`src/rtl/tsc_pkg.sv`:
```
package tsc_pkg;
  // =====================================================
  // Register indices; byte address is four times these
  localparam logic [9:0] TSC_IDX_SLEW = 10'h0A8;
  localparam logic [9:0] TSC_IDX_SEQ = 10'h0A9;
  localparam logic [9:0] TSC_IDX_AUX = 10'h0AA;
  localparam logic [9:0] TSC_IDX_STAT = 10'h0AB;
  localparam int TSC_AW = 12;

  // =====================================================
  // Reset values
  localparam logic [7:0] TSC_SLEW_RST = 8'h00;
  localparam logic [7:0] TSC_SEQ_RST = 8'h00;
  localparam logic [7:0] TSC_AUX_RST = 8'h00;

  // =====================================================
  // Fast slew control fields
  localparam int TSC_SLEW_EN_BIT = 0;
  localparam int TSC_SLEW_CNT_LSB = 1;
  localparam int TSC_SLEW_CNT_W = 7;

  // =====================================================
  // Sequence and prescale control fields
  localparam int TSC_SEQ_ROUTE_BIT = 7;
  localparam int TSC_SEQ_INV_BIT = 6;
  localparam int TSC_SEQ_LEN_BIT = 5;
  localparam int TSC_SEQ_EN_BIT = 4;
  localparam int TSC_SEQ_BYP_BIT = 3;
  localparam int TSC_SEQ_DIV_LSB = 0;

  // =====================================================
  // Auxiliary control fields
  localparam int TSC_AUX_RANGE_LSB = 0;
  localparam int TSC_AUX_DELTA_BIT = 2;
  localparam int TSC_AUX_DSRC_BIT = 3;
  localparam int TSC_AUX_CHOICE_LSB = 4;
  localparam int TSC_AUX_PORT0_BIT = 6;
  localparam int TSC_AUX_PORT1_BIT = 7;

  // =====================================================
  // Widths and constants
  localparam int TSC_DIV_W = 8;
  localparam int TSC_SEQ_W = 12;
  localparam logic [1:0] TSC_RANGE_MAX = 2'h3;
  localparam logic [11:0] TSC_SEQ_SEED = 12'h001;
endpackage : tsc_pkg

```
`src/rtl/tsc_clock_slew.sv`:
```
// The implementer's own choice: the Wishbone interface to the registers.
`timescale 1ns/1ps
module tsc_clock_slew
  import tsc_pkg::*;
(
  // Clock and reset
  input wire logic clk_sys,
  input wire logic reset_n,
  // Wishbone slave
  input wire logic wb_cyc_i,
  input wire logic wb_stb_i,
  input wire logic wb_we_i,
  input wire logic [tsc_pkg::TSC_AW-1:0] wb_adr_i,
  input wire logic [3:0] wb_sel_i,
  input wire logic [31:0] wb_dat_i,
  output logic [31:0] wb_dat_o,
  output logic wb_ack_o,
  // Relaxation oscillator front end
  input wire logic relax_osc_in,
  output logic [1:0] osc_current_range,
  // Normal sense outputs per pin
  input wire logic [1:0] sense_out_normal,
  // Output pins: port0 then port1
  output logic [1:0] sense_pin_out,
  output logic [1:0] sense_pin_oe_n,
  // Clock observation
  output logic prescale_out,
  output logic seq_out
);

  // =====================================================
  // Register decode
  // Slot within the four-word window; only meaningful once mapped
  function automatic logic [1:0] reg_sel(
    input logic [TSC_AW-1:0] adr
  );
    logic [9:0] idx;
    idx = adr[TSC_AW-1:2] - TSC_IDX_SLEW;
    reg_sel = idx[1:0];
  endfunction : reg_sel

  function automatic logic is_mapped(
    input logic [TSC_AW-1:0] adr
  );
    is_mapped = (adr[TSC_AW-1:2] >= TSC_IDX_SLEW)
      && (adr[TSC_AW-1:2] <= TSC_IDX_STAT)
      && (adr[1:0] == 2'h0);
  endfunction : is_mapped

  logic [7:0] fast_slew_control;
  logic [7:0] sequence_prescale_control;
  logic [7:0] sense_aux_control;
  logic bus_req;
  logic bus_wr;

  assign bus_req = wb_cyc_i && wb_stb_i && !wb_ack_o;
  assign bus_wr = bus_req && wb_we_i && wb_sel_i[0]
    && is_mapped(wb_adr_i);

  // =====================================================
  // Control field views
  logic boost_interval_enable;
  logic [6:0] boost_interval_count;
  logic route_clock;
  logic sense_clock_invert;
  logic seq_length_select;
  logic seq_gen_enable;
  logic divider_bypass;
  logic [2:0] divider_ratio_select;
  logic [1:0] range_programmed;
  logic cap_sigma_delta_mode;
  logic delta_mode_clock_source;
  logic [1:0] sense_clock_choice;
  logic [1:0] pin_out_select;

  assign boost_interval_enable = fast_slew_control[TSC_SLEW_EN_BIT];
  assign boost_interval_count =
    fast_slew_control[TSC_SLEW_CNT_LSB +: TSC_SLEW_CNT_W];
  assign route_clock = sequence_prescale_control[TSC_SEQ_ROUTE_BIT];
  assign sense_clock_invert =
    sequence_prescale_control[TSC_SEQ_INV_BIT];
  assign seq_length_select = sequence_prescale_control[TSC_SEQ_LEN_BIT];
  assign seq_gen_enable = sequence_prescale_control[TSC_SEQ_EN_BIT];
  assign divider_bypass = sequence_prescale_control[TSC_SEQ_BYP_BIT];
  assign divider_ratio_select =
    sequence_prescale_control[TSC_SEQ_DIV_LSB +: 3];
  assign range_programmed = sense_aux_control[TSC_AUX_RANGE_LSB +: 2];
  assign cap_sigma_delta_mode = sense_aux_control[TSC_AUX_DELTA_BIT];
  assign delta_mode_clock_source = sense_aux_control[TSC_AUX_DSRC_BIT];
  assign sense_clock_choice = sense_aux_control[TSC_AUX_CHOICE_LSB +: 2];
  assign pin_out_select = {sense_aux_control[TSC_AUX_PORT1_BIT],
    sense_aux_control[TSC_AUX_PORT0_BIT]};

  // =====================================================
  // Register writes; only byte lane 0 carries data
  always_ff @(posedge clk_sys or negedge reset_n)
  begin
    if (!reset_n)
    begin
      fast_slew_control <= TSC_SLEW_RST;
      sequence_prescale_control <= TSC_SEQ_RST;
      sense_aux_control <= TSC_AUX_RST;
    end
    else if (bus_wr)
    begin
      unique case (reg_sel(wb_adr_i))
        2'h0: fast_slew_control <= wb_dat_i[7:0];
        2'h1: sequence_prescale_control <= wb_dat_i[7:0];
        2'h2: sense_aux_control <= wb_dat_i[7:0];
        2'h3: ;  // Status word is read only
      endcase
    end
  end

  // =====================================================
  // Oscillator edge input: three stages, accepted on agreement
  logic [2:0] relax_sync;
  logic relax_level;
  logic relax_edge;

  // Shift chain and accepted level move together
  always_ff @(posedge clk_sys or negedge reset_n)
  begin
    if (!reset_n)
    begin
      relax_sync <= 3'h0;
      relax_level <= 1'b0;
    end
    else
    begin
      relax_sync <= {relax_sync[1:0], relax_osc_in};
      if (relax_sync[1] == relax_sync[2])
      begin
        relax_level <= relax_sync[2];  // Only once stages two and three agree
      end
    end
  end

  assign relax_edge = (relax_sync[1] == relax_sync[2])
    && (relax_sync[2] != relax_level);

  // =====================================================
  // Boost interval down-counter on the main oscillator clock
  logic [6:0] boost_count;
  logic boost_active;

  always_ff @(posedge clk_sys or negedge reset_n)
  begin
    if (!reset_n)
    begin
      boost_count <= 7'h00;
    end
    else if (!boost_interval_enable)
    begin
      boost_count <= 7'h00;
    end
    else if (relax_edge)
    begin
      boost_count <= boost_interval_count;
    end
    else if (boost_count != 7'h00)
    begin
      boost_count <= boost_count - 7'h01;
    end
  end

  // Active for exactly N cycles after a load of N
  assign boost_active = boost_interval_enable
    && (boost_count != 7'h00);

  // Registered so the analog control never glitches
  always_ff @(posedge clk_sys or negedge reset_n)
  begin
    if (!reset_n)
    begin
      osc_current_range <= 2'h0;
    end
    else if (boost_active)
    begin
      osc_current_range <= TSC_RANGE_MAX;
    end
    else
    begin
      osc_current_range <= range_programmed;
    end
  end

  // =====================================================
  // Prescaler; the bypassed path toggles every cycle, the
  // nearest a flop-based output can get to the raw clock
  logic [TSC_DIV_W-1:0] div_count;
  logic div_prev;
  logic div_bit;
  logic prescale_tick;

  always_ff @(posedge clk_sys or negedge reset_n)
  begin
    if (!reset_n)
    begin
      div_count <= 8'h00;
    end
    else
    begin
      div_count <= div_count + 8'h01;
    end
  end

  // Code k taps bit k, a divide by 2^(k+1)
  assign div_bit = div_count[divider_ratio_select];

  always_ff @(posedge clk_sys or negedge reset_n)
  begin
    if (!reset_n)
    begin
      div_prev <= 1'b0;
      prescale_out <= 1'b0;
    end
    else
    begin
      div_prev <= div_bit;
      prescale_out <= divider_bypass ? !prescale_out : div_bit;
    end
  end

  // One generator step per prescaler output period; one step every cycle when bypassed
  assign prescale_tick = divider_bypass
    || (div_bit && !div_prev);

  // =====================================================
  // Pseudo-random sequence generators, 8 and 12 bit
  logic [7:0] lfsr8;
  logic [11:0] lfsr12;

  always_ff @(posedge clk_sys or negedge reset_n)
  begin
    if (!reset_n)
    begin
      lfsr8 <= TSC_SEQ_SEED[7:0];
      lfsr12 <= TSC_SEQ_SEED;
    end
    else if (!seq_gen_enable)
    begin
      lfsr8 <= TSC_SEQ_SEED[7:0];  // Restart cleanly on enable
      lfsr12 <= TSC_SEQ_SEED;
    end
    else if (prescale_tick)
    begin
      lfsr8 <= {lfsr8[6:0],
        lfsr8[7] ^ lfsr8[5] ^ lfsr8[4] ^ lfsr8[3]};
      lfsr12 <= {lfsr12[10:0],
        lfsr12[11] ^ lfsr12[5] ^ lfsr12[3] ^ lfsr12[0]};
    end
  end

  always_ff @(posedge clk_sys or negedge reset_n)
  begin
    if (!reset_n)
    begin
      seq_out <= 1'b0;
    end
    else if (!seq_gen_enable)
    begin
      seq_out <= 1'b0;
    end
    else
    begin
      seq_out <= seq_length_select ? lfsr12[11] : lfsr8[7];
    end
  end

  // =====================================================
  // Sense clock selection and pin routing
  logic sense_clock;
  logic pin_clock;

  always_comb
  begin
    if (cap_sigma_delta_mode)
    begin
      sense_clock = delta_mode_clock_source ? seq_out : prescale_out;
    end
    else
    begin
      unique case (sense_clock_choice)
        2'h0: sense_clock = prescale_out;
        2'h1: sense_clock = seq_out;
        2'h2: sense_clock = relax_level;
        2'h3: sense_clock = 1'b0;
      endcase
    end
  end

  // Zero selects the inverted clock
  assign pin_clock = sense_clock_invert ? sense_clock
    : !sense_clock;

  // Pin drivers share one form per port
  genvar gp;
  generate
    for (gp = 0; gp < 2; gp++)
    begin : g_pin
      always_ff @(posedge clk_sys or negedge reset_n)
      begin
        if (!reset_n)
        begin
          sense_pin_out[gp] <= 1'b0;
          sense_pin_oe_n[gp] <= 1'b1;
        end
        else if (route_clock && pin_out_select[gp])
        begin
          sense_pin_out[gp] <= pin_clock;
          sense_pin_oe_n[gp] <= 1'b0;
        end
        else
        begin
          sense_pin_out[gp] <= sense_out_normal[gp];
          sense_pin_oe_n[gp] <= 1'b0;
        end
      end
    end
  endgenerate

  // =====================================================
  // Bus answer: one wait state, unmapped reads return zero
  always_ff @(posedge clk_sys or negedge reset_n)
  begin
    if (!reset_n)
    begin
      wb_ack_o <= 1'b0;
      wb_dat_o <= 32'h0000_0000;
    end
    else
    begin
      wb_ack_o <= bus_req;
      wb_dat_o <= 32'h0000_0000;
      if (bus_req && !wb_we_i && is_mapped(wb_adr_i))
      begin
        unique case (reg_sel(wb_adr_i))
          2'h0: wb_dat_o[7:0] <= fast_slew_control;
          2'h1: wb_dat_o[7:0] <= sequence_prescale_control;
          2'h2: wb_dat_o[7:0] <= sense_aux_control;
          2'h3: wb_dat_o[7:0] <= {3'h0, seq_out, prescale_out,
            relax_level, boost_active, 1'b0};
        endcase
      end
    end
  end

endmodule : tsc_clock_slew

```
`config.mk`:
```
export PLATFORM = sky130hd
export DESIGN_NAME = tsc_clock_slew
export DESIGN_NICKNAME = d
export VERILOG_FILES = /design/src/rtl/tsc_pkg.sv /design/src/rtl/tsc_clock_slew.sv
export SDC_FILE = /design/constraint.sdc
export NUM_CORES = 1
export LEC_CHECK = 0
export BUFFER_PORTS_ARGS = -buffer_cell sky130_fd_sc_hd__buf_2
export CORE_ASPECT_RATIO = 1.5
export CORE_MARGIN = 5
export CORE_UTILIZATION = 49
export DETAILED_ROUTE_END_ITERATION = 7
export PLACE_DENSITY = 0.79
export SLEW_MARGIN = 25
export SYNTH_ARGS = -nofsm -noshare
export SYNTH_HDL_FRONTEND = slang
export SYNTH_SLANG_ARGS = --single-unit
```
`constraint.sdc`:
```
create_clock -name clk_sys -period 1.9 [get_ports clk_sys]
set_input_delay 0.19 -clock clk_sys [delete_from_list [all_inputs] [get_ports clk_sys]]
set_output_delay 0.19 -clock clk_sys [all_outputs]
set_load 0.02 [all_outputs]
```
==> results.txt, run 1 <==
dpl hpwl = 6660 um
failing checks = negative setup slack
DRT Wirelength = 9760 um
Critical Path Sink Type = register
crit path kind = register to register
final global-route overflow total = 0
htree depth = 3
pin count of the biggest net entering global routing = 34
worst path cell trace = inv_2 -> ha_4 -> or4b_4 -> or3_4 -> or3_1 -> a31oi_1
WP data arrival = 2.29 ns
max capacitance violation total = 0
WHS = 0.0662 ns
Setup Skew = 0.00803 ns
Yosys warnings = 0
Rows = 40
area of the die = 10300 um2
Post-Layout Inst Area = 5040 um2
initial antenna violation count = 0
Peak VDD IR = 432 uV
final setup margin = -0.134 ns
clock buffer depth = 2
pwr/cell area = 708 nW/um2
Slew headroom = 54.5%
total track usage = 19.1%
crit path max fanout = 5
Detailed Route Iter0 Violations = 187
post-synth cell types = 49
cell with the most instances after synthesis = dfrtp_1
Worst setup SP type = register
clock latency at the later pin of the worst-skew pair = 0.34 ns
CP top delay family = simple AND/OR/NAND/NOR gates
Area contributors post-synth = dfrtp_1 47%, mux2_2 6.6%, buf_4 4.6%, o311ai_0 3.6%, nor2_1 3.1%
register area share after synthesis = 49.1%
share of cells above drive strength 1 = 33.3%
core area = 8060 um2
final-stage net count = 513
leakage power = 2.31 nW
CTS tree = done
#FFs+latches synth = 80
ys async rst share = 100%
Slowest cell on crit path = or4b_4
# setup viols final = 6
DR WL/cell = 17.3 um
Post-Place Worst Slack = -0.185 ns
drt drc = 0
buffer and inverter count on the worst path = 1
mean area per synthesized cell = 10.8 um2
initial core utilization = 50.7%
Hold Fails Final Rpt = 0
vias in the first global route = 3167
io pins = 97
cell count after synthesis = 378
Via-to-Cell Ratio = 5.67
post-synth top area cell = dfrtp_1
top cell type's share of synthesized area = 47.2%
PortBufs = 45
TritonRoute pass-1 iters = 4
mapped cell area = 4080 um2
RSZ-0062 raised after global routing = true
fin crit share = 107%
final antenna-violating net count = 0
Tmin final = 2.03 ns
clk root buf = clkbuf_16
Num CTS Buffers = 9
actual slew at the worst max-slew pin = 0.681 ns
crit-path max cell delay = 0.46 ns
HP Class = primary input to register
gp weighted congestion = 0.814
Final TNS setup = -0.269 ns
Required @ worst endpoint = 2.15 ns
fmax = 492 MHz
CTS sink cnt = 80
first-pass GRT wire length = 15500 um
Post-synth top cells = 77 x dfrtp_1, 34 x nor2_1, 29 x nand2_1
Die Span X = 84.5 um
clock-pin slew on the worst setup and hold paths = 0.06 ns
Layout area overhead = 23.4%
EDFF count, synth = 0
Slew Viols, Final = 0
placed inst area = 4600 um2
antenna diode count = 0
Vias = 3202
Die Y = 122 um
Main synth FF type = dfrtp_1
status = finished with violations
fillcell total = 604
-- per-layer routing --
metal / wire, um / global-route usage [%]
met1: 3510 / 21.2
met5: 0 / 0
met2: 5360 / 33.8
met4: 291 / 8.71
met3: 594 / 5.41
-- tightest hold or removal path, cell delays in order --
cell and delay, ns:
buf_2 0.07, nand2_1 0.04, nand3_1 0.07
-- repair_timing --
item                                   CTS  global route
pin swaps                                3             2
setup endpoints to repair               26            22
endpoints found under the hold margin   29             0
buffers inserted                         2             3
resized for setup                        6            29
gates cloned                             0             1
hold buffers                             2             0
-- state kept, by name, indices dropped and copies added (netlist names) --
name	cells
lfsr12	12
div_count	8
fast_slew_control	8
lfsr8	8
sense_aux_control	8
sequence_prescale_control	8
wb_dat_o	8
boost_count	7
relax_sync	3
osc_current_range	2
sense_pin_out	2
div_prev	1
prescale_out	1
relax_level	1
sense_pin_oe_n	1
seq_out	1
wb_ack_o	1
-- where the power goes --
part	total (W)	internal (W)	switching, W
clock	0.00164	0.000995	0.000649
sequential	0.00172	0.00172	0.00000845
combinational	0.000199	0.0000554	0.000144
total	0.00357	0.00277	0.000801
-- path summary, 6_finish.rpt --
kind / start / endpoint / slack, ns / cells after the start
max: boost_count[1]$_DFFE_PN0P_ / boost_count[0]$_DFFE_PN0P_ / -0.13 / 6
min: sense_out_normal[0] / sense_pin_out[0]$_DFF_PN0_ / 0.07 / 3
max reg2reg: boost_count[1]$_DFFE_PN0P_ / boost_count[0]$_DFFE_PN0P_ / -0.13 / 6
min reg2reg: relax_sync[0]$_DFF_PN0_ / relax_sync[1]$_DFF_PN0_ / 0.37 / 0
max in group asynchronous: reset_n / sense_pin_oe_n[1]$_DFF_PN1_ / 0.87 / 3
min in group asynchronous: reset_n / wb_dat_o[5]$_DFF_PN0_ / 0.35 / 2
-- placed cells by master (no fill, tap or decap), types with 5 or more instances in the layout --
cell type	instances
a21oi_1	6
a31oi_1	17
buf_2	44
buf_4	38
clkbuf_16	9
conb_1	25
dfrtp_1	77
inv_1	8
mux2_2	12
mux2_4	12
mux2i_1	9
mux4_2	5
nand2_1	29
nand3_1	9
nand4_1	5
nor2_1	33
nor2b_1	6
o311ai_1	14
or3_1	14
xnor2_1	8
-- kinds of logic (layout without fill, tap and decap cells) --
kind of cell    after synthesis  count (layout)  synth area share (%)
buf+inv                      58             116                  7.66
xor+xnor                     12              12                  2.91
other cells                   1              25                0.0918
fa+ha+maj                     2               2                 0.613
simple gates                120             120                  15.9
flops                        80              80                  49.1
compound gates               66              66                  11.9
mux                          39              39                  11.8
-- stage by stage --
stage / total power (W) / instances / utilization [%]
after floorplan: 0.00189 / 402 / -
after global placement: 0.00194 / 541 / 57.1
after detailed placement: 0.00195 / 541 / 57.1
after CTS: 0.00359 / 561 / 61.3
after global routing: 0.00369 / 565 / 62.5
final: 0.00357 / 565 / 62.5
-- final cells by class --
class	instances	area (um2)	share of cell area (%)
clock buffer	16	282	5.59
inverter	11	48.8	0.968
multi-input combinational	264	1970	39.2
sequential	80	2010	39.8
tap	105	131	2.61
timing repair buffer	88	592	11.7
timing repair inverter	1	6.26	0.124
Power figures use the tool's default switching activity.
==> run 2, diff against run 1 <==
--- a/config.mk
+++ b/config.mk
@@ -10,6 +10,7 @@
 export CORE_MARGIN = 5
 export CORE_UTILIZATION = 49
 export DETAILED_ROUTE_END_ITERATION = 7
+export GPL_TIMING_DRIVEN = 0
 export PLACE_DENSITY = 0.79
 export SLEW_MARGIN = 25
 export SYNTH_ARGS = -nofsm -noshare
==> run 2 against run 1 <==
  * The flow still finishes with violations (negative setup slack)
  * Register-to-register slack worse by 0.03 ns
  * Fmax decreased by 1.6%
  * Via count up 2.6%
  * Utilization increased by 3.5 points
  * Sequential power barely moved
  * Count of clock-buffer cells in the layout fell by 3
==> results.txt, run 2 (same netlist as run 1, synthesis figures left out) <==
Top reg by flops = lfsr12
Layout area overhead = 30.3%
antenna diode count = 0
Die Span X = 84.5 um
status = finished with violations
gp weighted congestion = 0.834
initial core utilization = 50.7%
CTS sink cnt = 80
DRT Wirelength = 10300 um
clock latency at the later pin of the worst-skew pair = 0.34 ns
clock-pin slew on the worst setup and hold paths = 0.05 ns
PortBufs = 44
pin count of the biggest net entering global routing = 44
crit-path max cell delay = 0.46 ns
initial antenna violation count = 0
actual slew at the worst max-slew pin = 0.772 ns
CTS tree = done
met2 Resource Use GR = 37.2%
worst path cell trace = inv_2 -> ha_4 -> or4b_4 -> or3_4 -> or3_4 -> a31oi_1
HP Class = primary input to register
io pins = 97
Via-to-Cell Ratio = 5.58
crit path kind = register to register
Required @ worst endpoint = 2.16 ns
Final TNS setup = -1.02 ns
pwr/cell area = 678 nW/um2
clk root buf = clkbuf_16
grt peak-use layer = met2
crit path max fanout = 5
CP top delay family = simple AND/OR/NAND/NOR gates
DR WL/cell = 17.6 um
met1 GRT Util = 21.7%
TritonRoute pass-1 iters = 5
Slew Viols, Final = 0
area of the die = 10300 um2
Rows = 40
fillcell total = 560
Num CTS Buffers = 9
# setup viols final = 9
share of cells above drive strength 1 = 37.6%
max capacitance violation total = 0
htree depth = 3
fin crit share = 109%
total track usage = 20.2%
Slew headroom = 48.0%
Critical Path Sink Type = register
Hold Fails Final Rpt = 0
Vias = 3286
drt drc = 0
Die Y = 122 um
leakage power = 2.45 nW
final antenna-violating net count = 0
Setup Skew = 0.00595 ns
fmax = 484 MHz
Detailed Route Iter0 Violations = 158
most common cell after layout, fill and taps aside = dfrtp_1
Power, Total = 0.00361 W
final-stage net count = 537
Post-Layout Inst Area = 5320 um2
core area = 8060 um2
Slowest cell on crit path = or4b_4
routing usage on met3 = 3.04%
WP data arrival = 2.32 ns
WHS = 0.0711 ns
Tmin final = 2.07 ns
RSZ-0062 raised after global routing = true
clock buffer depth = 2
dpl hpwl = 6920 um
first-pass GRT wire length = 16700 um
Worst setup SP type = register
Peak VDD IR = 478 uV
final setup margin = -0.166 ns
Finished Core Util = 66.0%
most frequent CP cell = or3_4
final global-route overflow total = 0
buffer and inverter count on the worst path = 1
most frequent cells in the layout = 77 x dfrtp_1, 44 x buf_2, 43 x buf_4
failing checks = negative setup slack
vias in the first global route = 3432
max reg flops = 12
placed inst area = 4610 um2
## run 2: changes by cell type in the layout (fill, tap and decap cells not counted), sizes merged
cell / delta
buf: +8
clkbuf: +14
clkinv: +3
inv: -1
## run 2: what timing repair did
action | in CTS | in global routing
resized for setup | 30 | 48
endpoints found under the hold margin | 36 | 0
pin swaps | 8 | 14
setup endpoints to repair | 50 | 32
setup buffers | 18 | 1
gates cloned | 1 | 0
hold buffers | 2 | 0
## run 2: layout make-up
type / count / area (um2) / share of cell area, %
multi-input cells: 264 / 2120 / 39.9
flip-flops and latches: 80 / 2010 / 37.7
repair buffers: 67 / 428 / 8.04
plain buffers: 46 / 304 / 5.71
clock buffers: 13 / 270 / 5.08
well taps: 105 / 131 / 2.47
inverters: 11 / 43.8 / 0.823
clock inverters: 3 / 15.0 / 0.282
## run 2: worst register-to-register path, stage by stage, from the launching register on
cell     delay (ns)
dfrtp_1        0.41
inv_2          0.10
ha_4           0.13
or4b_4         0.46
or3_4          0.38
or3_4          0.38
a31oi_1        0.13
## run 2: routing by layer
layer / part of all wire, % / wire length [um]
met1: 37 / 3780
met2: 56 / 5760
met3: 5.4 / 559
met4: 2.3 / 243
met5: 0 / 0
## run 2: metrics by stage
stage / setup WS [ns] / cells
floorplan: -0.108 / 402
detailed placement: -0.381 / 552
finish: -0.166 / 589
CTS: -0.167 / 588
global placement: -0.337 / 551
global route: -0.235 / 589
## run 2: path summary, 6_finish.rpt
kind / startpoint / endpoint / slack, ns / cells after the start
min reg2reg: relax_sync[0]$_DFF_PN0_ / relax_sync[1]$_DFF_PN0_ / 0.36 / 0
max reg2reg: boost_count[0]$_DFFE_PN0P_ / boost_count[0]$_DFFE_PN0P_ / -0.17 / 6
max: boost_count[0]$_DFFE_PN0P_ / boost_count[0]$_DFFE_PN0P_ / -0.17 / 6
max in group asynchronous: reset_n / lfsr8[0]$_DFFE_PN1P_ / 0.89 / 3
min in group asynchronous: reset_n / boost_count[2]$_DFFE_PN0P_ / 0.37 / 2
min: sense_out_normal[1] / sense_pin_out[1]$_DFF_PN0_ / 0.07 / 3
## run 2: power breakdown
group          switching, W  internal, W
clock network      0.000659     0.000985
registers        0.00000904      0.00172
logic              0.000150    0.0000877
total              0.000818      0.00279
==> run 3, diff against run 2 <==
--- a/config.mk
+++ b/config.mk
@@ -5,7 +5,8 @@
 export SDC_FILE = /design/constraint.sdc
 export NUM_CORES = 1
 export LEC_CHECK = 0
-export BUFFER_PORTS_ARGS = -buffer_cell sky130_fd_sc_hd__buf_2
+export BUFFER_PORTS_ARGS = -buffer_cell sky130_fd_sc_hd__buf_4
+export CAP_MARGIN = 20
 export CORE_ASPECT_RATIO = 1.5
 export CORE_MARGIN = 5
 export CORE_UTILIZATION = 49
==> run 3 against run 2 <==
  * The run still ends with negative setup slack left
  * Worst setup slack worse by 0.13 ns
  * Global-route usage rose by 0.48 points
  * Register-to-register slack worse by 0.13 ns
  * Final area increased by 2.6%
  * Sequential share of layout area fell by 0.95 points
  * Combinational power increased by 9.2%
  * Flip-flop and latch count is the same
  * Worst hold slack lost 0.0058 ns
  * Critical path type unchanged
  * Largest cell class unchanged
==> results.txt, run 3 (same netlist as run 1, synthesis figures left out) <==
CP startpoint = boost_count[0]$_DFFE_PN0P_
DR WL/cell = 18.7 um
leakage power = 2.46 nW
r2r worst-path depth = 6
area of the die = 10300 um2
Top reg by flops = lfsr12
final antenna-violating net count = 0
Layout area overhead = 33.6%
antenna diode count = 0
Setup Skew = 0.00683 ns
PortBufs = 44
crit path to = boost_count[1]$_DFFE_PN0P_
io pins = 97
Via-to-Cell Ratio = 5.75
Required @ worst endpoint = 2.14 ns
TritonRoute pass-1 iters = 4
Vias = 3371
total track usage = 20.7%
Num CTS Buffers = 9
Rows = 40
Finished Core Util = 67.7%
initial core utilization = 50.7%
most frequent cells in the layout = 84 x buf_4, 77 x dfrtp_1, 34 x nor2_1
Worst setup SP type = register
failing checks = negative setup slack
initial antenna violation count = 0
gp weighted congestion = 0.866
final setup margin = -0.293 ns
max capacitance violation total = 0
Detailed Route Iter0 Violations = 206
htree depth = 3
drt drc = 0
max reg flops = 12
reg-to-reg slack, setup = -0.29 ns
clock-pin slew on the worst setup and hold paths = 0.06 ns
HP Class = primary input to register
fin crit share = 115%
Peak VDD IR = 476 uV
Die Span X = 84.5 um
final global-route overflow total = 0
CTS tree = done
share of cells above drive strength 1 = 38.0%
DRT Wirelength = 10900 um
final-stage net count = 535
RSZ-0062 raised after global routing = true
clk root buf = clkbuf_16
most common cell after layout, fill and taps aside = buf_4
crit path kind = register to register
Slew headroom = 49.6%
R2R Path Start = boost_count[0]$_DFFE_PN0P_
Critical Path Sink Type = register
Post-Layout Inst Area = 5460 um2
pin count of the biggest net entering global routing = 81
pwr/cell area = 690 nW/um2
placed inst area = 4690 um2
WP data arrival = 2.44 ns
vias in the first global route = 3357
actual slew at the worst max-slew pin = 0.749 ns
fmax = 456 MHz
Tmin final = 2.19 ns
Min-Delay Path Depth = 3
core area = 8060 um2
clock latency at the later pin of the worst-skew pair = 0.34 ns
clock buffer depth = 2
# setup viols final = 9
Hold Fails Final Rpt = 0
Die Y = 122 um
status = finished with violations
crit path max fanout = 6
WHS = 0.0653 ns
dpl hpwl = 6770 um
first-pass GRT wire length = 16800 um
Reg-to-Reg End = boost_count[1]$_DFFE_PN0P_
CTS sink cnt = 80
Slew Viols, Final = 0
-- run 3: critical path: stages, from the launching register on --
cell     delay, ns
dfrtp_1       0.41
inv_2         0.10
ha_4          0.13
or4b_4        0.47
or3_4         0.43
or3_1         0.36
a31oi_1       0.19
-- run 3: metrics by stage --
stage	power, W	instances	setup TNS, ns	setup slack [ns]
after floorplan	0.00189	402	-2.53	-0.108
after global placement	0.00199	551	-12.39	-0.352
after detailed placement	0.00200	551	-14.10	-0.380
after CTS	0.00379	581	-0.952	-0.198
after global routing	0.00388	586	-2.93	-0.318
final	0.00377	586	-2.28	-0.293
-- run 3: how the worst min path moves through the flow --
| stage | startpoint | end | slack (ns) |
|---|---|---|---|
| 2_1_floorplan | reset_n | boost_count[0]$_DFFE_PN0P_ | -0.11 |
| 6_report | sense_out_normal[0] | sense_pin_out[0]$_DFF_PN0_ | 0.07 |
| 3_3_place_gp | relax_osc_in | relax_sync[0]$_DFF_PN0_ | 0.30 |
| 3_5_place_dp | relax_osc_in | relax_sync[0]$_DFF_PN0_ | 0.30 |
| 4_1_cts | reset_n | div_count[5]$_DFF_PN0_ | 0.05 |
| 5_1_grt | sense_out_normal[1] | sense_pin_out[1]$_DFF_PN0_ | 0.06 |
-- run 3: final cells by class --
type / count / area, um2
clock inverter: 2 / 37.5
tap: 105 / 131
sequential: 80 / 2010
fill: 568 / 2600
multi-input combinational: 264 / 2140
timing repair buffer: 66 / 532
inverter: 11 / 43.8
clock buffer: 13 / 270
buffer: 45 / 300
-- run 3: power by group --
part,internal (W),switching [W]
Clock,0.00112,0.000664
Sequential,0.00172,0.00000897
Combinational,0.000103,0.000157
-- run 3: what timing repair did --
| action | in CTS | in global routing |
|---|---|---|
| pin swaps | 15 | 8 |
| hold endpoints to repair | 1 | 77 |
| hold buffers | 1 | 1 |
| gates cloned | 1 | 0 |
| setup endpoints to repair | 50 | 28 |
| buffers inserted | 14 | 5 |
| gates resized for setup | 33 | 44 |
-- run 3: layer usage --
metal	wire length, um	up-vias	GRT usage [%]
li1	-	1530	-
met2	5980	132	37.1
met3	654	33	5.21
met4	311	0	9.11
met1	3990	1676	22.9
met5	0	-	0
